`src/mac_ind_pkg.sv`:
```
// package for the mac receive indication port: symbol codes,
// field lengths, reset values and the indication carrier struct.
// assumes one byte clock; no bus; all bits are plain ports.
package mac_ind_pkg;

    // byte time and clock rate
    localparam int BYTE_TIME_NS  = 80;
    localparam int CLK_PERIOD_NS = 10;
    localparam int BYTE_CYCLES   = (BYTE_TIME_NS + CLK_PERIOD_NS - 1)
                                   / CLK_PERIOD_NS;
    localparam logic [3:0] DIV_LAST = 4'(BYTE_CYCLES - 1);

    // control symbol nibbles
    localparam logic [3:0] NIB_J    = 4'hd;
    localparam logic [3:0] NIB_T    = 4'h5;
    localparam logic [3:0] NIB_R    = 4'h6;
    localparam logic [3:0] NIB_S    = 4'h7;
    localparam logic [1:0] NIB_IDLE = 2'h2;

    // frame layout
    localparam logic [3:0] INFO_BYTES_CMP = 4'h4;
    localparam logic [3:0] SHORT_ADDR_LEN = 4'h2;
    localparam logic [3:0] LONG_ADDR_LEN  = 4'h6;
    localparam logic [11:0] MIN_FRAME_LEN = 12'h011;
    localparam logic [7:0] FC_MAC_MASK    = 8'hc0;
    localparam logic [7:0] FC_MAC_CODE    = 8'hc0;
    localparam int FC_LONG_BIT            = 6;

    // crc-32 residue over the check sequence
    localparam logic [31:0] CRC_POLY    = 32'hedb88320;
    localparam logic [31:0] CRC_INIT    = 32'hffffffff;
    localparam logic [31:0] CRC_RESIDUE = 32'hdebb20e3;

    // reset values
    localparam logic [7:0]  DATA_RST  = 8'h00;
    localparam logic [3:0]  DIV_RST   = 4'h0;
    localparam logic [11:0] COUNT_RST = 12'h000;

    // byte from the phy side
    typedef struct packed {
        logic       ctrl;
        logic [7:0] data;
    } phy_byte_t;

    // indication data byte
    typedef struct packed {
        logic       parity;
        logic [7:0] data;
    } ind_byte_t;

    // termination events
    typedef struct packed {
        logic end_delim;
        logic token_end;
        logic strip_end;
        logic format_fault;
        logic ctrl_reset;
    } term_t;

    // receive sequencer states
    typedef enum logic [2:0] {
        ST_IDLE, ST_FC, ST_DA, ST_SA, ST_INFO, ST_STATUS
    } rx_state_t;

endpackage

```
`src/mac_receive_indication_port.sv`:
```
// receive indication port: delayed copy of the received symbol-pair
// stream with odd parity, sequencing strobes, match flags and
// termination events/status. assumes phy byte and byte_en are
// presented synchronous to CLK_I once per byte time.
//
// Operation
// one byte with parity every 80 ns
// every received byte copied to indication port
// eight data bits plus one parity bit
// start strobe while starting delimiter shown
// frame control strobe while fc shown
// dest seen from last da byte onward
// source seen from last sa byte onward
// info seen from fourth info byte onward
// dest match flag with two qualifiers
// source match flag with short/long qualifier
// repeat source flag on non-mac frames
// repeat payload flag on mac frames
// far side buffers bytes while deciding copy
// exactly one termination event per pdu
// end delimiter event through frame status
// token event on token ending delimiter
// strip event on first idle of stripped frame
// format fault event on faulty byte
// reset event on controller reset or stop
// length ok needs minimum and whole pairs
// check sequence ok on crc residue match
// external match sets a, copy valid sets c; code sets c only when a is also set
// outputs active high, change on clock edge
// parity odd over the eight data bits
// token end shown as nibble 5 twice
// flags hold until next starting delimiter
`timescale 1ns/1ps
`default_nettype none

module mac_receive_indication_port (
    // clock and reset
    input  wire logic                    CLK_I,
    input  wire logic                    RESET_I,
    // phy side byte stream
    input  wire mac_ind_pkg::phy_byte_t  PHY_BYTE_I,
    input  wire logic                    STOP_MODE_I,
    input  wire logic                    STRIP_I,
    input  wire logic                    HALF_PAIR_I,
    // station addresses
    input  wire logic [47:0]             LONG_ADDR_I,
    input  wire logic [15:0]             SHORT_ADDR_I,
    input  wire logic [47:0]             GROUP_ADDR_I,
    // external flags
    input  wire logic                    EXT_ADDR_MATCH_IN_I,
    input  wire logic                    COPY_VALID_IN_I,
    // indication data
    output var  mac_ind_pkg::ind_byte_t  IND_BYTE_O,
    output logic                         BYTE_STROBE_O,
    // sequencing
    output logic                         RX_START_STROBE_O,
    output logic                         FRAME_CONTROL_SEEN_O,
    output logic                         DEST_ADDR_SEEN_O,
    output logic                         SRC_ADDR_SEEN_O,
    output logic                         INFO_FIELD_SEEN_O,
    // flags
    output logic                         DEST_MATCH_FLAG_O,
    output logic                         SRC_MATCH_FLAG_O,
    output logic                         SHORT_LONG_SELECT_O,
    output logic                         INDIV_GROUP_SELECT_O,
    output logic                         REPEAT_SOURCE_FLAG_O,
    output logic                         REPEAT_PAYLOAD_FLAG_O,
    // termination
    output var  mac_ind_pkg::term_t      TERM_O,
    output logic                         LENGTH_OK_STATUS_O,
    output logic                         CHECK_SEQ_OK_STATUS_O,
    // outgoing indicators
    output logic                         A_IND_O,
    output logic                         C_IND_O
);

    // byte time divider
    logic [3:0]              div_r;
    logic                    byte_en;
    // one byte per 80 ns byte time
    always_ff @(posedge CLK_I or posedge RESET_I) begin
        if (RESET_I) begin
            div_r <= mac_ind_pkg::DIV_RST;
        end else if (div_r == mac_ind_pkg::DIV_LAST) begin
            div_r <= mac_ind_pkg::DIV_RST;
        end else begin
            div_r <= div_r + 4'h1;
        end
    end
    assign byte_en = (div_r == mac_ind_pkg::DIV_LAST);

    // symbol decode of the incoming byte
    logic       c_in;
    logic [7:0] d_in;
    logic       is_jk, is_t_hi, is_tt, is_idle, is_fs, is_nt;
    assign c_in    = PHY_BYTE_I.ctrl;
    assign d_in    = PHY_BYTE_I.data;
    assign is_jk   = c_in && d_in[7:4] == mac_ind_pkg::NIB_J;
    assign is_t_hi = c_in && d_in[7:4] == mac_ind_pkg::NIB_T;
    assign is_tt   = is_t_hi && d_in[3:0] == mac_ind_pkg::NIB_T;
    assign is_nt   = c_in && d_in == {4'h0, mac_ind_pkg::NIB_T};
    assign is_idle = c_in && d_in[7:6] == mac_ind_pkg::NIB_IDLE;
    assign is_fs   = c_in && (d_in[7:4] == mac_ind_pkg::NIB_R
                     || d_in[7:4] == mac_ind_pkg::NIB_S);

    // sequencer state and counters
    mac_ind_pkg::rx_state_t state_r;
    logic [11:0] len_r;
    logic [3:0]  fld_r;
    logic [7:0]  fc_r;
    logic        addr_long;
    logic [3:0]  addr_len;
    assign addr_long = fc_r[mac_ind_pkg::FC_LONG_BIT];
    assign addr_len  = addr_long ? mac_ind_pkg::LONG_ADDR_LEN
                                 : mac_ind_pkg::SHORT_ADDR_LEN;

    // next-cycle events (computed from the byte entering the port)
    logic ev_start, ev_fc, ev_da_last, ev_sa_last, ev_info4;
    logic ev_ed, ev_tok, ev_strip, ev_fault, ev_fs;
    always_comb begin
        ev_start   = 1'b0;
        ev_fc      = 1'b0;
        ev_da_last = 1'b0;
        ev_sa_last = 1'b0;
        ev_info4   = 1'b0;
        ev_ed      = 1'b0;
        ev_tok     = 1'b0;
        ev_strip   = 1'b0;
        ev_fault   = 1'b0;
        ev_fs      = 1'b0;
        if (is_jk) begin
            ev_start = 1'b1;
        end else begin
            unique case (state_r)
                mac_ind_pkg::ST_IDLE: ;
                mac_ind_pkg::ST_FC: begin
                    if (c_in) ev_fault = 1'b1;
                    else      ev_fc    = 1'b1;
                end
                mac_ind_pkg::ST_DA, mac_ind_pkg::ST_SA,
                mac_ind_pkg::ST_INFO: begin
                    if (is_tt || is_t_hi || is_nt) begin
                        ev_ed  = 1'b1;
                    end else if (is_idle && STRIP_I) begin
                        ev_strip = 1'b1;
                    end else if (c_in) begin
                        ev_fault = 1'b1;
                    end else if (fld_r + 4'h1 == addr_len) begin
                        ev_da_last = (state_r == mac_ind_pkg::ST_DA);
                        ev_sa_last = (state_r == mac_ind_pkg::ST_SA);
                    end
                    // first fourth byte only: fld_r wraps in long info
                    if (state_r == mac_ind_pkg::ST_INFO && !c_in
                        && !INFO_FIELD_SEEN_O
                        && fld_r + 4'h1 == mac_ind_pkg::INFO_BYTES_CMP)
                        ev_info4 = 1'b1;
                end
                mac_ind_pkg::ST_STATUS: ev_fs = is_fs;
            endcase
            // a token: tt right after the starting delimiter
            if (state_r == mac_ind_pkg::ST_FC && is_tt) begin
                ev_tok   = 1'b1;
                ev_fault = 1'b0;
            end
        end
    end

    // sequencer, advanced once per byte time
    always_ff @(posedge CLK_I or posedge RESET_I) begin
        if (RESET_I) begin
            state_r <= mac_ind_pkg::ST_IDLE;
            fld_r   <= 4'h0;
            len_r   <= mac_ind_pkg::COUNT_RST;
            fc_r    <= mac_ind_pkg::DATA_RST;
        end else if (STOP_MODE_I) begin
            state_r <= mac_ind_pkg::ST_IDLE;
        end else if (byte_en) begin
            len_r <= len_r + 12'h001;
            fld_r <= fld_r + 4'h1;
            if (ev_start) begin
                state_r <= mac_ind_pkg::ST_FC;
                len_r   <= mac_ind_pkg::COUNT_RST;
            end else if (ev_tok || ev_fault || ev_strip) begin
                state_r <= mac_ind_pkg::ST_IDLE;
            end else if (ev_ed) begin
                state_r <= mac_ind_pkg::ST_STATUS;
            end else if (ev_fc) begin
                state_r <= mac_ind_pkg::ST_DA;
                fld_r   <= 4'h0;
                fc_r    <= d_in;
            end else if (ev_da_last) begin
                state_r <= mac_ind_pkg::ST_SA;
                fld_r   <= 4'h0;
            end else if (ev_sa_last) begin
                state_r <= mac_ind_pkg::ST_INFO;
                fld_r   <= 4'h0;
            end else if (state_r == mac_ind_pkg::ST_STATUS && !ev_fs) begin
                state_r <= mac_ind_pkg::ST_IDLE;
            end
        end
    end

    // registered, active-high outputs
    // delayed copy of every byte
    // eight data bits plus parity
    // odd parity over data
    always_ff @(posedge CLK_I or posedge RESET_I) begin
        if (RESET_I) begin
            IND_BYTE_O <= '{parity: 1'b1, data: mac_ind_pkg::DATA_RST};
        end else if (byte_en) begin
            IND_BYTE_O.data   <= d_in;
            IND_BYTE_O.parity <= ~(^d_in);
        end
    end
    assign BYTE_STROBE_O = byte_en;

    // start strobe with delimiter
    // fc strobe with frame control
    always_ff @(posedge CLK_I or posedge RESET_I) begin
        if (RESET_I) begin
            RX_START_STROBE_O    <= 1'b0;
            FRAME_CONTROL_SEEN_O <= 1'b0;
        end else if (byte_en) begin
            RX_START_STROBE_O    <= ev_start && !STOP_MODE_I;
            FRAME_CONTROL_SEEN_O <= ev_fc && !STOP_MODE_I;
        end
    end

    // address comparison shift registers
    logic [47:0] addr_sh;
    logic [31:0] info_sh, prev_sa, prev_info;
    logic [47:0] own_addr;
    logic        da_hit, sa_hit, indiv;
    always_ff @(posedge CLK_I or posedge RESET_I) begin
        if (RESET_I) begin
            addr_sh <= 48'h0;
            info_sh <= 32'h0;
        end else if (byte_en) begin
            if (ev_fc) begin
                addr_sh <= 48'h0;
            end else if (!c_in) begin
                addr_sh <= {addr_sh[39:0], d_in};
                info_sh <= {info_sh[23:0], d_in};
            end
        end
    end
    assign own_addr = addr_long ? LONG_ADDR_I : {32'h0, SHORT_ADDR_I};
    assign indiv    = ~addr_sh[(addr_long ? 47 : 15) - 8];
    assign da_hit   = indiv
        ? ({addr_sh[39:0], d_in} == own_addr)
        : ({addr_sh[39:0], d_in} == (addr_long ? GROUP_ADDR_I
                                   : {32'h0, GROUP_ADDR_I[15:0]}));
    // short source compares two bytes only; older da bytes sit above
    assign sa_hit   = addr_long ? ({addr_sh[39:0], d_in} == LONG_ADDR_I)
                                : ({addr_sh[7:0], d_in} == SHORT_ADDR_I);

    // dest seen held to next delimiter
    // source seen held to next delimiter
    // info seen held to next delimiter
    // dest match and qualifiers
    // source match flag
    // repeat source on non-mac frames
    // repeat payload on mac frames
    // flags hold to next delimiter
    logic is_mac;
    assign is_mac = (fc_r & mac_ind_pkg::FC_MAC_MASK)
                    == mac_ind_pkg::FC_MAC_CODE;
    always_ff @(posedge CLK_I or posedge RESET_I) begin
        if (RESET_I) begin
            DEST_ADDR_SEEN_O      <= 1'b0;
            SRC_ADDR_SEEN_O       <= 1'b0;
            INFO_FIELD_SEEN_O     <= 1'b0;
            DEST_MATCH_FLAG_O     <= 1'b0;
            SRC_MATCH_FLAG_O      <= 1'b0;
            SHORT_LONG_SELECT_O   <= 1'b0;
            INDIV_GROUP_SELECT_O  <= 1'b0;
            REPEAT_SOURCE_FLAG_O  <= 1'b0;
            REPEAT_PAYLOAD_FLAG_O <= 1'b0;
            prev_sa               <= 32'h0;
            prev_info             <= 32'h0;
        end else if (byte_en) begin
            if (ev_start) begin
                DEST_ADDR_SEEN_O      <= 1'b0;
                SRC_ADDR_SEEN_O       <= 1'b0;
                INFO_FIELD_SEEN_O     <= 1'b0;
                DEST_MATCH_FLAG_O     <= 1'b0;
                SRC_MATCH_FLAG_O      <= 1'b0;
                REPEAT_SOURCE_FLAG_O  <= 1'b0;
                REPEAT_PAYLOAD_FLAG_O <= 1'b0;
            end
            if (ev_da_last) begin
                DEST_ADDR_SEEN_O     <= 1'b1;
                DEST_MATCH_FLAG_O    <= da_hit;
                SHORT_LONG_SELECT_O  <= addr_long;
                INDIV_GROUP_SELECT_O <= ~indiv;
            end
            if (ev_sa_last) begin
                SRC_ADDR_SEEN_O      <= 1'b1;
                SRC_MATCH_FLAG_O     <= sa_hit;
                REPEAT_SOURCE_FLAG_O <= !is_mac
                    && {addr_sh[23:0], d_in} == prev_sa;
                prev_sa              <= {addr_sh[23:0], d_in};
            end
            if (ev_info4) begin
                INFO_FIELD_SEEN_O     <= 1'b1;
                REPEAT_PAYLOAD_FLAG_O <= is_mac
                    && {info_sh[23:0], d_in} == prev_info;
                if (is_mac) prev_info <= {info_sh[23:0], d_in};
            end
        end
    end

    // crc over fc through fcs; residue checked at the delimiter
    logic [31:0] crc_r, crc_nxt;
    always_comb begin
        crc_nxt = crc_r ^ {24'h0, d_in};
        for (int i = 0; i < 8; i++) begin
            crc_nxt = crc_nxt[0] ? (crc_nxt >> 1) ^ mac_ind_pkg::CRC_POLY
                                 : crc_nxt >> 1;
        end
    end
    always_ff @(posedge CLK_I or posedge RESET_I) begin
        if (RESET_I) begin
            crc_r <= mac_ind_pkg::CRC_INIT;
        end else if (byte_en) begin
            if (ev_start) crc_r <= mac_ind_pkg::CRC_INIT;
            else if (!c_in) crc_r <= crc_nxt;
        end
    end

    // one termination event per pdu
    // end delimiter through frame status
    // token event with tt
    // strip event on first idle
    // fault event on faulty byte
    // reset event on reset or stop
    // length ok status
    // crc residue status
    // token shown as tt from the copy
    always_ff @(posedge CLK_I or posedge RESET_I) begin
        if (RESET_I) begin
            TERM_O                <= '{ctrl_reset: 1'b1, default: 1'b0};
            LENGTH_OK_STATUS_O    <= 1'b0;
            CHECK_SEQ_OK_STATUS_O <= 1'b0;
        end else if (STOP_MODE_I) begin
            TERM_O <= '{ctrl_reset: 1'b1, default: 1'b0};
        end else if (byte_en) begin
            TERM_O.ctrl_reset   <= 1'b0;
            TERM_O.token_end    <= ev_tok;
            TERM_O.strip_end    <= ev_strip;
            TERM_O.format_fault <= ev_fault;
            TERM_O.end_delim    <= ev_ed || ev_fs;
            if (ev_ed) begin
                LENGTH_OK_STATUS_O <= len_r >= mac_ind_pkg::MIN_FRAME_LEN
                                      && !HALF_PAIR_I && !is_nt;
                CHECK_SEQ_OK_STATUS_O <= crc_r
                                         == mac_ind_pkg::CRC_RESIDUE;
            end
        end
    end

    // external flags drive a and c indicators
    always_ff @(posedge CLK_I or posedge RESET_I) begin
        if (RESET_I) begin
            A_IND_O <= 1'b0;
            C_IND_O <= 1'b0;
        end else if (byte_en) begin
            if (ev_start) begin
                A_IND_O <= 1'b0;
                C_IND_O <= 1'b0;
            end else if (ev_ed) begin
                A_IND_O <= DEST_MATCH_FLAG_O || EXT_ADDR_MATCH_IN_I;
                C_IND_O <= COPY_VALID_IN_I
                    && (DEST_MATCH_FLAG_O || EXT_ADDR_MATCH_IN_I);
            end
        end
    end

    // parity checked as odd
    a_odd_parity: assert property (@(posedge CLK_I) disable iff (RESET_I)
        ^{IND_BYTE_O.parity, IND_BYTE_O.data} == 1'b1)
        else $error("indication parity not odd");
    // at most one termination event
    a_one_term: assert property (@(posedge CLK_I) disable iff (RESET_I)
        $onehot0(TERM_O))
        else $error("more than one termination event");
    // strobe every eight cycles
    a_byte_rate: assert property (@(posedge CLK_I) disable iff (RESET_I)
        BYTE_STROBE_O |=> !BYTE_STROBE_O [*7] ##1 BYTE_STROBE_O)
        else $error("byte strobe rate wrong");
    // data follows input
    a_data_copy: assert property (@(posedge CLK_I) disable iff (RESET_I)
        BYTE_STROBE_O |=> IND_BYTE_O.data == $past(PHY_BYTE_I.data))
        else $error("indication data not a copy");
    // start strobe follows jk
    a_start_jk: assert property (@(posedge CLK_I) disable iff (RESET_I)
        RX_START_STROBE_O |-> IND_BYTE_O.data[7:4]
        == mac_ind_pkg::NIB_J)
        else $error("start strobe without delimiter");
    // dest seen cleared only by start
    a_dest_hold: assert property (@(posedge CLK_I) disable iff (RESET_I)
        DEST_ADDR_SEEN_O && !RX_START_STROBE_O && !STOP_MODE_I
        |=> DEST_ADDR_SEEN_O || RX_START_STROBE_O)
        else $error("dest seen dropped early");
    // token shows tt
    a_token_tt: assert property (@(posedge CLK_I) disable iff (RESET_I)
        TERM_O.token_end |-> IND_BYTE_O.data == 8'h55)
        else $error("token event without tt");
    // stop forces reset event
    a_stop_rst: assert property (@(posedge CLK_I) disable iff (RESET_I)
        STOP_MODE_I |=> TERM_O.ctrl_reset)
        else $error("stop mode without reset event");

endmodule

`default_nettype wire

```
`config.mk`:
```
export PLATFORM = sky130hd
export DESIGN_NAME = mac_receive_indication_port
export DESIGN_NICKNAME = d
export VERILOG_FILES = /design/src/mac_ind_pkg.sv /design/src/mac_receive_indication_port.sv
export SDC_FILE = /design/constraint.sdc
export NUM_CORES = 1
export LEC_CHECK = 0
export ABC_AREA = 1
export BUFFER_PORTS_ARGS = -buffer_cell sky130_fd_sc_hd__buf_2
export CAP_MARGIN = 25
export CORE_MARGIN = 4
export CORE_UTILIZATION = 43
export DETAILED_ROUTE_END_ITERATION = 8
export PLACE_DENSITY = 0.74
export SYNTH_ARGS = -nofsm -noshare
export SYNTH_HDL_FRONTEND = slang
export SYNTH_SLANG_ARGS = --single-unit
```
`constraint.sdc`:
```
create_clock -name CLK_I -period 7.5 [get_ports CLK_I]
set_clock_uncertainty 0.1 [all_clocks]
set_input_delay 0.75 -clock CLK_I [delete_from_list [all_inputs] [get_ports CLK_I]]
set_output_delay 0.75 -clock CLK_I [all_outputs]
set_load 0.03 [all_outputs]
```
# [Word level (Yosys, flattened, before mapping)]
# Index checks and enable logic that the tools add are counted.
[classes] addsub=4 order_cmp=2 n_eq_ne=25 muxes=88 n_bitwise=16 n_reduce_logical=55
[op_table] op="32-bit two-way mux" count=10
[op_table] op="48-bit two-way mux" count=4
[op_table] op="48-bit == test" count=3
[op_table] op="13-bit inverter with 14-bit output" count=8
[op_table] op="32-bit == test" count=2
[op_table] op="1-bit two-way mux" count=51
[op_table] op="32-bit == test (second input constant)" count=1
[op_table] op="32-bit by 8-bit bitwise XOR with 32-bit output" count=1
[op_table] op="3-bit two-way mux" count=10
[op_table] op="4-bit two-way mux" count=7
[op_table] op="4-bit by 3-bit == test with 1-bit output (second input constant)" count=6
[op_table] op="2-bit AND reduction" count=10
[op_table] op="1-bit logical AND" count=19
[op_table] op="16-bit == test" count=1
[op_table] op="12-bit by 1-bit adder with 12-bit output (second input constant)" count=1
[op_table] op="12-bit by 5-bit greater-or-equal comparator with 1-bit output (second input constant)" count=1
[op_table] op="12-bit two-way mux" count=1
[op_table] op="5-bit two-way mux" count=2
[op_table] op="2-bit nonzero test" count=5
[op_table] op="3-bit AND reduction" count=3
[op_table] op="4-bit by 1-bit adder with 4-bit output (second input constant)" count=2
[op_table] op="8-bit by 3-bit == test with 1-bit output (second input constant)" count=1
[op_table] op="7-bit by 8-bit < comparator with 1-bit output (second input constant)" count=1
[op_table] op="8-bit nonzero test" count=1
[op_table] op="17 further kinds" count=39
[totals] register_bits=228 input_bits=128 out_inout_bits=30 wordCells=222

# [Longest topological paths before layout]
[depth] word_depth=19 mapped_depth=16 ltp_nobuf=14

# [Least setup slack after synthesis]
# OpenSTA, ideal clock, no wires.
[synth_path] path_type="in2reg" start="input port PHY_BYTE_I[7] in the netlist's numbering" end="register state_r[0]" setup_time_ns=0.117 arrival_time_ns=2.224 t_required_ns=7.283 path_slack_ns=5.059 stages=14 path_buffers=1 path_cell_list="inv_1 clkbuf_1 ha_1 nand3_1 nor2_1 nor2_1 a21oi_1 nand2_1 nand3_1 nor2_1 nand2_1 nand2_1 nand2_1 nand2_1"
[synth_via] elab_chain_len=16 elab_cells_between_ends=57 classes_between="eq/ne: 6; mux: 34; reduce/logical: 17"
[synth_lines] element="from (decl)" line_no="mac_receive_indication_port.sv:41" source="input wire mac_ind_pkg::phy_byte_t PHY_BYTE_I,"
[synth_lines] element="4-bit by 3-bit == test with 1-bit output" line_no="mac_receive_indication_port.sv:99" source="assign is_t_hi = c_in && d_in[7:4] == mac_ind_pkg::NIB_T;"
[synth_lines] element="1-bit logical AND" line_no="mac_receive_indication_port.sv:99"
[synth_lines] element="1-bit logical AND" line_no="mac_receive_indication_port.sv:100" source="assign is_tt = is_t_hi && d_in[3:0] == mac_ind_pkg::NIB_T;"
[synth_lines] element="1-bit logical OR (2 in series)" line_no="mac_receive_indication_port.sv:142" source="if (is_tt || is_t_hi || is_nt) begin"
[synth_lines] element="1-bit two-way mux" line_no="mac_receive_indication_port.sv:142"
[synth_lines] element="1-bit two-way mux" line_no="mac_receive_indication_port.sv:134" source="unique case (state_r)"
[synth_lines] element="1-bit two-way mux" line_no="mac_receive_indication_port.sv:131" source="if (is_jk) begin"
[synth_lines] element="3-bit two-way mux" line_no="mac_receive_indication_port.sv:194" source="end else if (ev_sa_last) begin"
[synth_lines] element="3-bit two-way mux" line_no="mac_receive_indication_port.sv:191" source="end else if (ev_da_last) begin"
[synth_lines] element="3-bit two-way mux" line_no="mac_receive_indication_port.sv:187" source="end else if (ev_fc) begin"
[synth_lines] element="3-bit two-way mux" line_no="mac_receive_indication_port.sv:185" source="end else if (ev_ed) begin"
[synth_lines] element="3-bit two-way mux" line_no="mac_receive_indication_port.sv:183" source="end else if (ev_tok || ev_fault || ev_strip) begin"
[synth_lines] element="3-bit two-way mux" line_no="mac_receive_indication_port.sv:180" source="if (ev_start) begin"
[synth_lines] element="3-bit two-way mux" line_no="mac_receive_indication_port.sv:177" source="end else if (byte_en) begin"
[synth_lines] element="3-bit two-way mux" line_no="mac_receive_indication_port.sv:175" source="end else if (STOP_MODE_I) begin"
[synth_lines] element="to (signal assigned)" line_no="mac_receive_indication_port.sv:176" source="state_r <= mac_ind_pkg::ST_IDLE;"
[synth_lines] element="to (signal assigned)" line_no="mac_receive_indication_port.sv:181" source="state_r <= mac_ind_pkg::ST_FC;"
[synth_lines] element="to (signal assigned)" line_no="mac_receive_indication_port.sv:184" source="state_r <= mac_ind_pkg::ST_IDLE;"
[synth_lines] element="to (decl)" line_no="mac_receive_indication_port.sv:107" source="mac_ind_pkg::rx_state_t state_r;"
# Several ways; a longest one is shown, not always the timed one. The select of a mux whose other input is x is not followed.
# A chain may end at the register's enable or synchronous reset.

# [Final worst setup path]
[layout_path] start="register div_r[0]" end="register info_sh[14]"
[layout_via] elab_chain_len=2
[layout_lines] element="from (decl)" line_no="mac_receive_indication_port.sv:78" source="logic [3:0] div_r;"
[layout_lines] element="from (signal assigned)" line_no="mac_receive_indication_port.sv:83" source="div_r <= mac_ind_pkg::DIV_RST;"
[layout_lines] element="from (signal assigned)" line_no="mac_receive_indication_port.sv:85" source="div_r <= mac_ind_pkg::DIV_RST;"
[layout_lines] element="from (signal assigned)" line_no="mac_receive_indication_port.sv:87" source="div_r <= div_r + 4'h1;"
[layout_lines] element="4-bit by 3-bit == test with 1-bit output" line_no="mac_receive_indication_port.sv:90" source="assign byte_en = (div_r == mac_ind_pkg::DIV_LAST);"
[layout_lines] element="3-bit AND reduction (no source line)"
[layout_lines] element="to (signal assigned)" line_no="mac_receive_indication_port.sv:243" source="info_sh <= {info_sh[23:0], d_in};"
[layout_lines] element="to (decl)" line_no="mac_receive_indication_port.sv:231" source="logic [31:0] info_sh, prev_sa, prev_info;"
# No other way between the ends.

==> reports/metrics.csv <==
stage,metric,value,unit
routing,vias,12400,
timing,WHS,0.0151,ns
placement,DP Worst Slack,3.88,ns
logic_synthesis,sequential share of the synthesized area,40.9,%
routing,starting DRC count in detailed routing,1082,
worst_setup_path,required time worst endpoint,7.80,ns
die,Die Width,183,microns
timing,fin crit share,48.9,%
timing,fin. max-slew vios,0,
timing,Worst-Margin Slew,0.889,ns
placement,DP HPWL,30200,microns
placement,GP Congestion,0.934,
timing,crit path time final,3.67,ns
min_path,Worst Hold Class,in -> async,
global_routing,met3 usage,2.86,%
cts,postcts setup bufs,0,
timing,Final Worst Setup Slack,3.83,ns
worst_setup_path,CP Capture Type,register,
logic_synthesis,post-synthesis mux area share,0,%
routing,vias per cell,5.45,
cts,CTS Buf Count,24,
logic_synthesis,"Warnings, synthesis",0,
global_routing,global route overflow,0,
routing,DRT Pass-1 Iters,6,
cells_and_area,Layout Nets,2021,
logic_synthesis,post-synthesis compound-gate area fraction,13.4,%
pwr,power consumption,4.14,mW
logic_synthesis,"FFs w/ async S/R, synth",100,%
die,Core Area,0.0300,sq mm
cts,CTS resizes,0,
logic_synthesis,number of synthesized flops with an enable pin,0,
job,Max-Cap Viols,0,
timing,max frequency,0.273,GHz
logic_synthesis,Post-Syn Instances,1747,
worst_setup_path,Critical Path Source Type,register,
die,Die H,183,microns
routing,drt drc,0,
cts,worst skew pair latency,0.54,ns
die,Ports,158,
die,Initial Util,44.1,%
cells_and_area,share of layout cells above drive strength 1,15.8,%
worst_setup_path,CP max FO,55,
global_routing,global routing's busiest layer,met2,
logic_synthesis,Avg Inst Size Synth,7.56,sq um
logic_synthesis,Syn Nets,1892,
logic_synthesis,Post-Synthesis Cell Area,0.0132,sq mm
cts,CTS tree,built,
timing,Hold Fails Final Rpt,0,
cells_and_area,most frequent cells in the layout,"nand2_1, inv_1, dfrtp_1, o21ai_0, buf_2",
routing,routed length per placed instance,17.9,microns
global_routing,largest net degree at the start of global routing,137,
timing,RSZ-0062 raised after global routing,no,
global_routing,number of global-route vias before repair,12000,
worst_setup_path,Worst EP arrival,3.97,ns
cts,clock buffer depth,3,
cells_and_area,Final Cell Area,0.0150,sq mm
logic_synthesis,Yosys cell types,53,
timing,Worst slew margin,40.8,%
die,DIE AREA,0.0336,sq mm
pwr,pwr dens,275,mW/mm^2
logic_synthesis,Simple-Gate Fraction of Synth Area,25.9,%
placement,IO Port Bufs,157,
routing,final WL,40900,microns
logic_synthesis,xor/xnor cell area share of the yosys netlist,9.41,%
global_routing,initial antenna violation count,0,
logic_synthesis,largest family of logic cells by synthesized area,simple AND/OR/NAND/NOR gates,
cts,Post-CTS Hold Fix Bufs,0,
cts,"Clk pin slew, worst setup/hold paths",0.06,ns
timing,number of setup violations in the final report,0,
cts,clock sinks,214,
cells_and_area,"commonest non-fill, non-tap cell in the layout",nand2_1,
logic_synthesis,Yosys reg bits,214,
placement,placed inst area,0.0142,sq mm
logic_synthesis,Synth Area in Adders,1.61,%
routing,DRT antenna net count,0,
logic_synthesis,Main synth FF type,dfrtp_1,
cts,H-tree Lvls,1,
timing,setup TNS,0,ns
pwr,Lkg Pwr,7.48,nW
global_routing,first-pass GRT wire length,65000,microns
global_routing,total track usage,23.9,%
pwr,Worst VDD drop,0.000245,V
cts,Root Buffer Master,clkbuf_16,
outcome,run status,"complete, no violations",
global_routing,met2 Usage GRT,39.9,%
cells_and_area,area added between synthesis and finish,13.9,%
die,# rows,63,
worst_setup_path,critical path type,reg -> reg,
global_routing,met1 usage,32.7,%
==> through the flow <==
step,std cells,util [%]
after global placement,2237,47.3
after global routing,2284,50.2
final,2285,50.2
after CTS,2282,50.0
after detailed placement,2238,47.4
after floorplan,1747,-
==> synthesized netlist by cell type, types with 14 or more instances <==
cell type / n / share of area [%]
inv_2: 14 / 0.40
dfrtp_1: 180 / 34
inv_1: 198 / 5.6
nor3_1: 17 / 0.64
ha_1: 17 / 1.6
a21oi_1: 20 / 0.76
o22ai_1: 74 / 3.5
dfstp_2: 34 / 6.8
o21ai_0: 159 / 6.0
nand4_1: 21 / 1.0
nor2_1: 104 / 3.0
nand2_1: 518 / 15
xor2_1: 70 / 4.6
xnor2_1: 40 / 2.7
buf_2: 17 / 0.64
o21ai_1: 17 / 0.64
clkbuf_1: 23 / 0.65
nand3_1: 104 / 3.9
==> state kept, by name, summed over array words and instances (netlist names), 5 cells and up <==
register / count
TERM_O: 5
len_r: 12
addr_sh: 40
IND_BYTE_O: 9
prev_sa: 32
info_sh: 24
prev_info: 32
crc_r: 32
==> kinds of logic (layout without fill, tap and decap cells) <==
group / Yosys count / after routing
DFF: 214 / 214
xor gates and xnor gates: 123 / 123
buffers and inverters: 276 / 423
adders and majority gates: 17 / 17
and+or+nand+nor: 807 / 807
AOI/OAI and AO/OA: 310 / 310
other: 0 / 1
==> cell type report <==
| class | instances | area [sq um] |
|---|---|---|
| Antenna cell | 1 | 2.50 |
| Multi-Input combinational cell | 1257 | 6650 |
| Clock buffer | 38 | 703 |
| Sequential cell | 214 | 5400 |
| Tap cell | 390 | 488 |
| Clock inverter | 6 | 96.3 |
| Timing Repair Buffer | 165 | 898 |
| Inverter | 214 | 811 |
| Fill cell | 2842 | 14900 |
==> worst max-delay path, stage by stage, from the launching register on <==
cell and delay, ns:
dfrtp_1 0.37, ha_1 0.20, nand2_1 0.09, nor2_4 0.21, inv_2 0.26, nor2_8 0.74, inv_2 0.36, nor2_4 0.16
buf_4 0.41, inv_2 0.38, nand2_1 0.13, o21ai_0 0.08
==> report_power, final <==
group          internal (mW)  switching [mW]
combinational          0.533           0.885
clock                  0.712           0.487
sequential              1.37           0.161
==> routing by layer <==
metal,up-vias,part of all wire [%]
met2,486,47
met3,93,6.7
met4,0,3.4
met1,5958,43
li1,5909,-
met5,-,0
==> worst paths after layout <==
kind | startpoint | to | slack, ns | depth (start not counted)
worst max-delay path | div_r[0] | info_sh[14] | 3.83 | 11
worst min-delay path | RESET_I | prev_info[17] | 0.02 | 2
worst max register to register | div_r[0] | info_sh[14] | 3.83 | 11
worst min register to register | A_IND_O | A_IND_O | 0.36 | 2
max in group asynchronous | RESET_I | crc_r[6] | 5.80 | 5
min in group CLK_I | A_IND_O | A_IND_O | 0.36 | 2
No activity file was read; power rests on OpenSTA's default activity.
